===== src/verilog/exec_unit_pkg.sv =====
// constants and types for the skip, swap, table-read and xor execution unit
package exec_unit_pkg;
    localparam int DATA_W        = 8;
    localparam int CODE_W        = 16;
    localparam int PAGE_ADDR_W   = 8;
    localparam int CODE_ADDR_W   = 13;
    localparam logic [7:0] WORKING_RESET = 8'h00;
    localparam logic [7:0] LATCH_RESET   = 8'h00;
    localparam logic [2:0] SKIP_CYCLES   = 3'h2;

    typedef enum logic [3:0] {
        OP_NONE             = 4'h0,
        OP_NIBBLE_SWAP      = 4'h1,
        OP_SKIP_BYTE_CLEAR  = 4'h2,
        OP_SKIP_COPY_CLEAR  = 4'h3,
        OP_SKIP_BIT_CLEAR   = 4'h4,
        OP_PAGED_READ       = 4'h5,
        OP_CURRENT_READ     = 4'h6,
        OP_FINAL_READ       = 4'h7,
        OP_XOR_TO_WORKING   = 4'h8,
        OP_XOR_TO_MEMORY    = 4'h9,
        OP_XOR_IMMEDIATE    = 4'ha
    } op_e;

    typedef enum logic [1:0] {
        ST_EXEC  = 2'b00,
        ST_DUMMY = 2'b01,
        ST_TABLE = 2'b10
    } state_e;
endpackage : exec_unit_pkg


===== src/verilog/exec_unit.sv =====
// execution unit for nibble swap, zero-test skips, code table reads and xor
`timescale 1ns/100ps
`default_nettype none
module exec_unit
    import exec_unit_pkg::*;
#(
    parameter int ADDR_W = CODE_ADDR_W
) (
    input  wire logic              clk_in,
    input  wire logic              rst_in,
    input  wire logic              issue_in,
    input  wire logic [3:0]        op_in,
    input  wire logic [7:0]        mem_byte_in,
    input  wire logic [2:0]        bit_sel_in,
    input  wire logic [7:0]        immediate_in,
    input  wire logic [7:0]        code_ptr_low_in,
    input  wire logic [7:0]        code_ptr_high_in,
    input  wire logic [ADDR_W-1:0] pc_in,
    input  wire logic [15:0]       code_word_in,
    output logic                   busy_out,
    output logic                   skip_out,
    output logic                   dummy_out,
    output logic [7:0]             working_register_out,
    output logic                   nil_flag_out,
    output logic                   mem_write_out,
    output logic [7:0]             mem_wdata_out,
    output logic                   code_read_out,
    output logic [ADDR_W-1:0]      code_addr_out,
    output logic [7:0]             code_high_latch_out
);
    localparam logic [ADDR_W-1:0] LAST_PAGE_BASE = {{(ADDR_W-PAGE_ADDR_W){1'b1}}, 8'h00};

    function automatic logic is_zero(input logic [7:0] v);
        is_zero = (v == 8'h00);
    endfunction : is_zero

    state_e            state;
    state_e            next_state;
    logic [7:0]        working_register;
    logic [7:0]        next_working_register;
    logic              nil_flag;
    logic              next_nil_flag;
    logic              mem_write;
    logic              next_mem_write;
    logic [7:0]        mem_wdata;
    logic [7:0]        next_mem_wdata;
    logic              code_read;
    logic              next_code_read;
    logic [ADDR_W-1:0] code_addr;
    logic [ADDR_W-1:0] next_code_addr;
    logic [7:0]        code_high_latch;
    logic [7:0]        next_code_high_latch;
    logic              skip;
    logic              next_skip;
    logic              busy;
    logic              next_busy;
    logic [7:0]        xor_val;
    op_e               op;

    assign op = op_e'(op_in);

    always_comb begin
        next_state            = ST_EXEC;
        next_working_register = working_register;
        next_nil_flag         = nil_flag;
        next_mem_write        = 1'b0;
        next_mem_wdata        = mem_wdata;
        next_code_read        = 1'b0;
        next_code_addr        = code_addr;
        next_code_high_latch  = code_high_latch;
        next_skip             = 1'b0;
        xor_val               = 8'h00;
        case (state)
            ST_EXEC: begin
                if (issue_in) begin
                    case (op)
                        OP_NIBBLE_SWAP: begin
                            next_working_register = {mem_byte_in[3:0], mem_byte_in[7:4]};
                        end
                        OP_SKIP_BYTE_CLEAR: begin
                            next_skip = is_zero(mem_byte_in);
                        end
                        OP_SKIP_COPY_CLEAR: begin
                            next_working_register = mem_byte_in;
                            next_skip             = is_zero(mem_byte_in);
                        end
                        OP_SKIP_BIT_CLEAR: begin
                            next_skip = ~mem_byte_in[bit_sel_in];
                        end
                        OP_PAGED_READ: begin
                            next_code_read = 1'b1;
                            next_code_addr = ADDR_W'({code_ptr_high_in, code_ptr_low_in});
                            next_state     = ST_TABLE;
                        end
                        OP_CURRENT_READ: begin
                            next_code_read = 1'b1;
                            next_code_addr = {pc_in[ADDR_W-1:PAGE_ADDR_W], code_ptr_low_in};
                            next_state     = ST_TABLE;
                        end
                        OP_FINAL_READ: begin
                            next_code_read = 1'b1;
                            next_code_addr = LAST_PAGE_BASE | ADDR_W'(code_ptr_low_in);
                            next_state     = ST_TABLE;
                        end
                        OP_XOR_TO_WORKING, OP_XOR_TO_MEMORY, OP_XOR_IMMEDIATE: begin
                            xor_val = working_register ^
                                ((op == OP_XOR_IMMEDIATE) ? immediate_in : mem_byte_in);
                            next_nil_flag = is_zero(xor_val);
                            if (op == OP_XOR_TO_MEMORY) begin
                                next_mem_write = 1'b1;
                                next_mem_wdata = xor_val;
                            end else begin
                                next_working_register = xor_val;
                            end
                        end
                        default: begin
                            next_state = ST_EXEC;
                        end
                    endcase
                    if (next_skip) begin
                        next_state = ST_DUMMY;
                    end
                end
            end
            ST_DUMMY: begin
                // the fetched instruction is discarded; issue is ignored here
                next_state = ST_EXEC;
            end
            ST_TABLE: begin
                // program word is taken in the same cycle the address is presented
                next_mem_write       = 1'b1;
                next_mem_wdata       = code_word_in[7:0];
                next_code_high_latch = code_word_in[15:8];
                next_state           = ST_EXEC;
            end
            default: begin
                next_state = ST_EXEC;
            end
        endcase
        // registered so the busy port comes straight from a flop
        next_busy = (next_state != ST_EXEC);
    end

    always_ff @(posedge clk_in) begin
        if (rst_in) begin
            state            <= ST_EXEC;
            working_register <= WORKING_RESET;
            nil_flag         <= 1'b0;
            mem_write        <= 1'b0;
            mem_wdata        <= 8'h00;
            code_read        <= 1'b0;
            code_addr        <= '0;
            code_high_latch  <= LATCH_RESET;
            skip             <= 1'b0;
            busy             <= 1'b0;
        end else begin
            state            <= next_state;
            working_register <= next_working_register;
            nil_flag         <= next_nil_flag;
            mem_write        <= next_mem_write;
            mem_wdata        <= next_mem_wdata;
            code_read        <= next_code_read;
            code_addr        <= next_code_addr;
            code_high_latch  <= next_code_high_latch;
            skip             <= next_skip;
            busy             <= next_busy;
        end
    end

    assign working_register_out = working_register;
    assign nil_flag_out         = nil_flag;
    assign mem_write_out        = mem_write;
    assign mem_wdata_out        = mem_wdata;
    assign code_read_out        = code_read;
    assign code_addr_out        = code_addr;
    assign code_high_latch_out  = code_high_latch;
    assign skip_out             = skip;
    assign dummy_out            = skip;
    assign busy_out             = busy;

    skip_dummy_a: assert property (@(posedge clk_in) disable iff (rst_in)
        skip |-> busy && state == ST_DUMMY ##1 state == ST_EXEC)
        else $error("taken skip did not give one dummy cycle");
    swap_value_a: assert property (@(posedge clk_in) disable iff (rst_in)
        state == ST_EXEC && issue_in && op == OP_NIBBLE_SWAP |=>
        working_register == {$past(mem_byte_in[3:0]), $past(mem_byte_in[7:4])} && !skip
        && $stable(nil_flag))
        else $error("nibble swap result wrong");
    byte_skip_a: assert property (@(posedge clk_in) disable iff (rst_in)
        state == ST_EXEC && issue_in && op == OP_SKIP_BYTE_CLEAR |=>
        skip == ($past(mem_byte_in) == 8'h00) && $stable(nil_flag))
        else $error("byte clear skip wrong");
    copy_skip_a: assert property (@(posedge clk_in) disable iff (rst_in)
        state == ST_EXEC && issue_in && op == OP_SKIP_COPY_CLEAR |=>
        working_register == $past(mem_byte_in) && skip == (working_register == 8'h00))
        else $error("copy skip wrong");
    bit_skip_a: assert property (@(posedge clk_in) disable iff (rst_in)
        state == ST_EXEC && issue_in && op == OP_SKIP_BIT_CLEAR |=>
        skip == !$past(mem_byte_in[bit_sel_in]))
        else $error("bit test skip wrong");
    table_store_a: assert property (@(posedge clk_in) disable iff (rst_in)
        code_read |=> mem_write && mem_wdata == $past(code_word_in[7:0])
        && code_high_latch == $past(code_word_in[15:8]))
        else $error("table read store wrong");
    paged_addr_a: assert property (@(posedge clk_in) disable iff (rst_in)
        state == ST_EXEC && issue_in && op == OP_PAGED_READ |=>
        code_read && code_addr == ADDR_W'({$past(code_ptr_high_in), $past(code_ptr_low_in)}))
        else $error("paged address wrong");
    current_addr_a: assert property (@(posedge clk_in) disable iff (rst_in)
        state == ST_EXEC && issue_in && op == OP_CURRENT_READ |=>
        code_addr[7:0] == $past(code_ptr_low_in)
        && code_addr[ADDR_W-1:8] == $past(pc_in[ADDR_W-1:8]))
        else $error("current page address wrong");
    final_addr_a: assert property (@(posedge clk_in) disable iff (rst_in)
        state == ST_EXEC && issue_in && op == OP_FINAL_READ |=>
        code_addr == (LAST_PAGE_BASE | ADDR_W'($past(code_ptr_low_in))))
        else $error("final page address wrong");
    xor_working_a: assert property (@(posedge clk_in) disable iff (rst_in)
        state == ST_EXEC && issue_in && op == OP_XOR_TO_WORKING |=>
        working_register == ($past(working_register) ^ $past(mem_byte_in))
        && nil_flag == (working_register == 8'h00))
        else $error("xor to working wrong");
    xor_memory_a: assert property (@(posedge clk_in) disable iff (rst_in)
        state == ST_EXEC && issue_in && op == OP_XOR_TO_MEMORY |=>
        mem_write && mem_wdata == ($past(working_register) ^ $past(mem_byte_in))
        && $stable(working_register) && nil_flag == (mem_wdata == 8'h00))
        else $error("xor to memory wrong");
    xor_imm_a: assert property (@(posedge clk_in) disable iff (rst_in)
        state == ST_EXEC && issue_in && op == OP_XOR_IMMEDIATE |=>
        working_register == ($past(working_register) ^ $past(immediate_in))
        && nil_flag == (working_register == 8'h00))
        else $error("xor immediate wrong");

    skip_taken_c: cover property (@(posedge clk_in) disable iff (rst_in) skip);
    table_done_c: cover property (@(posedge clk_in) disable iff (rst_in)
        code_read ##1 mem_write);
    nil_set_c: cover property (@(posedge clk_in) disable iff (rst_in) $rose(nil_flag));
endmodule : exec_unit
`default_nettype wire


===== config.mk =====
export PLATFORM = sky130hd
export DESIGN_NAME = exec_unit
export DESIGN_NICKNAME = d
export VERILOG_FILES = /design/src/verilog/exec_unit_pkg.sv /design/src/verilog/exec_unit.sv
export SDC_FILE = /design/constraint.sdc
export NUM_CORES = 1
export LEC_CHECK = 0
export ABC_AREA = 1
export BUFFER_PORTS_ARGS = -buffer_cell sky130_fd_sc_hd__buf_2
export CORE_MARGIN = 4
export CORE_UTILIZATION = 49
export CTS_CLUSTER_DIAMETER = 150
export DETAILED_ROUTE_END_ITERATION = 8
export GPL_ROUTABILITY_DRIVEN = 0
export PLACE_DENSITY = 0.88
export SLEW_MARGIN = 10
export SYNTH_ARGS = -nofsm -noshare
export SYNTH_HDL_FRONTEND = slang
export SYNTH_SLANG_ARGS = --single-unit

===== constraint.sdc =====
create_clock -name clk_in -period 2.7 [get_ports clk_in]
set_input_delay 0.54 -clock clk_in [delete_from_list [all_inputs] [get_ports clk_in]]
set_output_delay 0.54 -clock clk_in [all_outputs]
set_load 0.01 [all_outputs]

Word-level counts from Yosys, hierarchy flattened
Cells that the tools add are included.

Bits in registers: 44. Word-level logic and storage cells: 67. Bits of input ports: 71. Output and inout port bits: 43.

$lt $le $gt $ge: 1. Reductions and logical operators: 15. Equal/unequal tests: 15. Multiplexer cells: 22. Bitwise logic cells: 4.

Operators with widths (count): 8-bit two-way mux (5); 13-bit case mux with 3 select lines (1); 8-bit case mux with 3 select lines (1); 4-bit by 3-bit == test with 1-bit output, second input constant (4); 8-bit logical NOT (2); 8-bit case mux with 2 select lines (1); 4-bit == test, second input constant (3); 3-bit OR reduction (3); 4-bit by 2-bit == test with 1-bit output, second input constant (2); 2-bit two-way mux (4); 4-bit AND reduction (2); 8-bit XOR (1); 1-bit two-way mux (7); 2-bit != test, second input constant (3); 3-bit AND reduction (2); 3-bit nonzero test (2); 4-bit by 1-bit == test with 1-bit output, second input constant (1); 3-bit by 4-bit less-than comparator with 1-bit output, second input constant (1); 1-bit case mux with 2 select lines (2); 2-bit nonzero test (2); 1-bit binary-select mux with 3-bit select (1); 1-bit inverter (3); 2-bit == test, second input constant (1); 2-bit logical NOT (1); other kinds (2) (2).

Longest topological paths before layout
Depth in word-level cells: 10. Gate-level depth with buffers: 11. Gate-level depth less buffers: 11.

Worst setup path after synthesis
OpenSTA, ideal clock, no wires.

Kind: input port to flip-flop. From: input port op_in[1]. To: register nil_flag, in the netlist nil_flag_out. Arrival: 1.462 ns. Stages on the path: 10. Path buffers: 1. Library setup time: 0.132 ns. Setup slack: 1.106 ns. Data required time: 2.568 ns. Cell sequence: inv_1 -> nor2_4 -> nand2_2 -> buf_6 -> o21ai_0 -> nand2_1 -> nand2_1 -> nor2_1 -> nand3_1 -> a21oi_1.

Word-level cells in the longest chain between the ends: 4. Elaborated cells between the ends (all ways): 8. Classes of those cells: eq/ne: 3; mux: 1; bitwise: 1; reduce/logical: 3.

Ends and longest elaborated chain: from (decl) (line exec_unit.sv:12) `input wire logic [3:0] op_in,`; 4-bit == test (line exec_unit.sv:76, exec_unit.sv:107); 8-bit two-way mux (line exec_unit.sv:107) `((op == OP_XOR_IMMEDIATE) ? immediate_in : mem_byte_in);`; 8-bit XOR (line exec_unit.sv:106) `xor_val = working_register ^`; 8-bit logical NOT (line exec_unit.sv:34) `is_zero = (v == 8'h00);`; to (signal assigned) (line exec_unit.sv:159) `nil_flag <= next_nil_flag;`; to (decl) (line exec_unit.sv:41) `logic nil_flag;`.

Several ways; a longest one is shown, not always the timed one. A chain may end at the register's enable or synchronous reset.

Worst setup path after layout
Ends and elaborated chain as after synthesis.

==> metrics.txt <==
status completed; static leakage 0.00146 uW; final slew viol count 0; Clock Path Buffers 2; top_reg_cell synth dfxtp_1; HPWL after DPL 4800 um; ys async rst share 0%; Worst path slowest cell nor2_4; global-route wire length before repair 10500 um; cell accounting for the most synthesized area dfxtp_1; IO Count 114; Seq/Total Area, Yosys 38.5%; area grow syn2layout 26.6%; IR drop worst, VDD 0.431 mV; Die Ht 76.3 um; Most common cell on crit path nand2_1; hold crit path type input port to register; cell area after layout 2900 sq um; Clock Pin Slew Worst Setup and Hold Paths 80 ps; largest net degree at the start of global routing 26; core area 4440 sq um; Via density 5.22; fmax 538 MHz; row cnt 24; post-route minimum period 1860 ps; Initial Util 51.5%; Post-synth EDFFs 0; antenna viol nets, final 0; Detailed Route Iter0 Violations 216; Die W 76.3 um; Setup Fix Bufs, Post-CTS 0; crit path cell chain buf_2 -> inv_1 -> nor2_4 -> nand2_2 -> nand2_1 -> o21ai_0 -> nand2_1 -> nand2_1 -> nor2_1 -> nand3_1 -> a21oi_1; clock buffer count from CTS 5; WP data arrival 2090 ps; critical path type input port to register; fillers 415; MaxCap Viol Count 0; clock sink total 44; RSZ-0062 raised after global routing no; drt first pass iters 4; post-route DRC violation count 0; initial antenna violation count 0; setup tns final 0 ps; Slew headroom 56.8%; Clk Latency, worst-skew pair 300 ps; Tcrit/Tclk final 68.8%; CP max stage delay 240 ps; # resized after CTS 0; post-synth cell types 30; Synth Cell Area 2290 sq um; synthesized area per cell 6.71 sq um; GRT overflow 0; Slew @ Worst Pin 647 ps; CTS hold repair buffers 0; Design Power 1360 uW; Worst Clk Skew 8.86 ps; Mapped Nets 412; die area 5830 sq um; Post-DP Area 2810 sq um; CTS tree built; CP endpoint kind register; GRT Resource Usage Total 21.5%; share of cells above drive strength 1 29.5%; # diodes 0; number of I/O port buffers 102; Wirelength per Cell 12.7 um; synth top area cells dfxtp_1 (38%), nand2_1 (14%), nor2_1 (7.1%); total number of yosys warnings 0; WL final 6290 um; most common cell in the netlist nand2_1; Root Buffer clkbuf_8; Worst Path Required 2930 ps; FF+latch count, synth 44; via count 2571; Max Fanout on Critical Path 14; top-area cell type share of the netlist area 38.5%; Final Hold Vio Count 0; Post-synth top cells nand2_1 (87), dfxtp_1 (44), nor2_1 (43); power density over cell area 470 nW/um^2; endpoints failing setup 0; vias in the first global route 2345; post-layout util 65.2%; critical path startpoint category input port; CTS H-Tree Depth 2; Mapped Cells 341; Total Nets Final 511
==> metal layers <==
metal | share of wire, % | up-vias | track usage (%) | wire length, um
li1 | - | 1316 | - | -
met1 | 41 | 1163 | 25.6 | 2570
met2 | 52 | 82 | 38.1 | 3250
met3 | 6.1 | 10 | 4.85 | 381
met4 | 1.4 | 0 | 7.07 | 86
met5 | 0 | - | 0 | 0
==> critical path, delay by kind of cell <==
family	cells	cell delay (ps)
simple gates	7	960
buf+inv	2	360
compound gates	2	210
==> area by class of cell <==
cell class	instances	area, sq um	share of cell area [%]
inverters	41	154	5.31
clock inverters	2	10.0	0.345
clock buffers	6	82.6	2.85
flip-flops and latches	44	881	30.4
repair buffers	102	510	17.6
multi-input cells	246	1190	41.2
well taps	52	65.1	2.25
==> power breakdown <==
part           internal [uW]  switching [uW]
Combinational           97.8             152
Sequential               674            15.9
Clock                    204             219
Total                    976             387
==> cell families after synthesis <==
kind of cell / share of synthesized area, %
AND/OR/NAND/NOR: 33.9
AO/OA/AOI/OAI: 18.3
buffers and inverters: 9.29
flip-flops: 38.5
==> cell usage in the layout, fill, tap and decap left out, drive strengths merged <==
cell,n
buf,102
nand2,89
nor2,48
dfxtp,44
inv,40
o21ai,30
a21oi,19
nand3,19
nor3,12
o22ai,8
a31oi,8
clkbuf,6
o221ai,5
nand3b,4
clkinv,3
nand4,1
o211ai,1
o21bai,1
nor4,1
==> final timing paths <==
kind | startpoint | end | slack, ps | cells after the start
min | code_ptr_low_in[4] | code_addr_out[4] | 460 | 3
min reg2reg | code_addr_out[10] | code_addr_out[10] | 460 | 2
max | op_in[1] | nil_flag_out | 840 | 11
max reg2reg | state[1] | working_register_out[0] | 1210 | 7
==> sequential cells by signal (all words and copies together) (netlist names) <==
name / flops
code_addr_out: 13
code_high_latch_out: 8
mem_wdata_out: 8
working_register_out: 8
state: 2
busy_out: 1
code_read_out: 1
dummy_out: 1
mem_write_out: 1
nil_flag_out: 1
==> per-stage QoR <==
| step | std cells | setup slack (ps) | hold slack (ps) |
|---|---|---|---|
| 2_1_floorplan | 341 | 1110 | 487 |
| 3_3_place_gp | 485 | 610 | 451 |
| 3_5_place_dp | 485 | 559 | 452 |
| 4_1_cts | 493 | 861 | 460 |
| 5_1_grt | 493 | 597 | 463 |
| 6_report | 493 | 842 | 461 |
No activity file was read; power rests on OpenSTA's default activity.
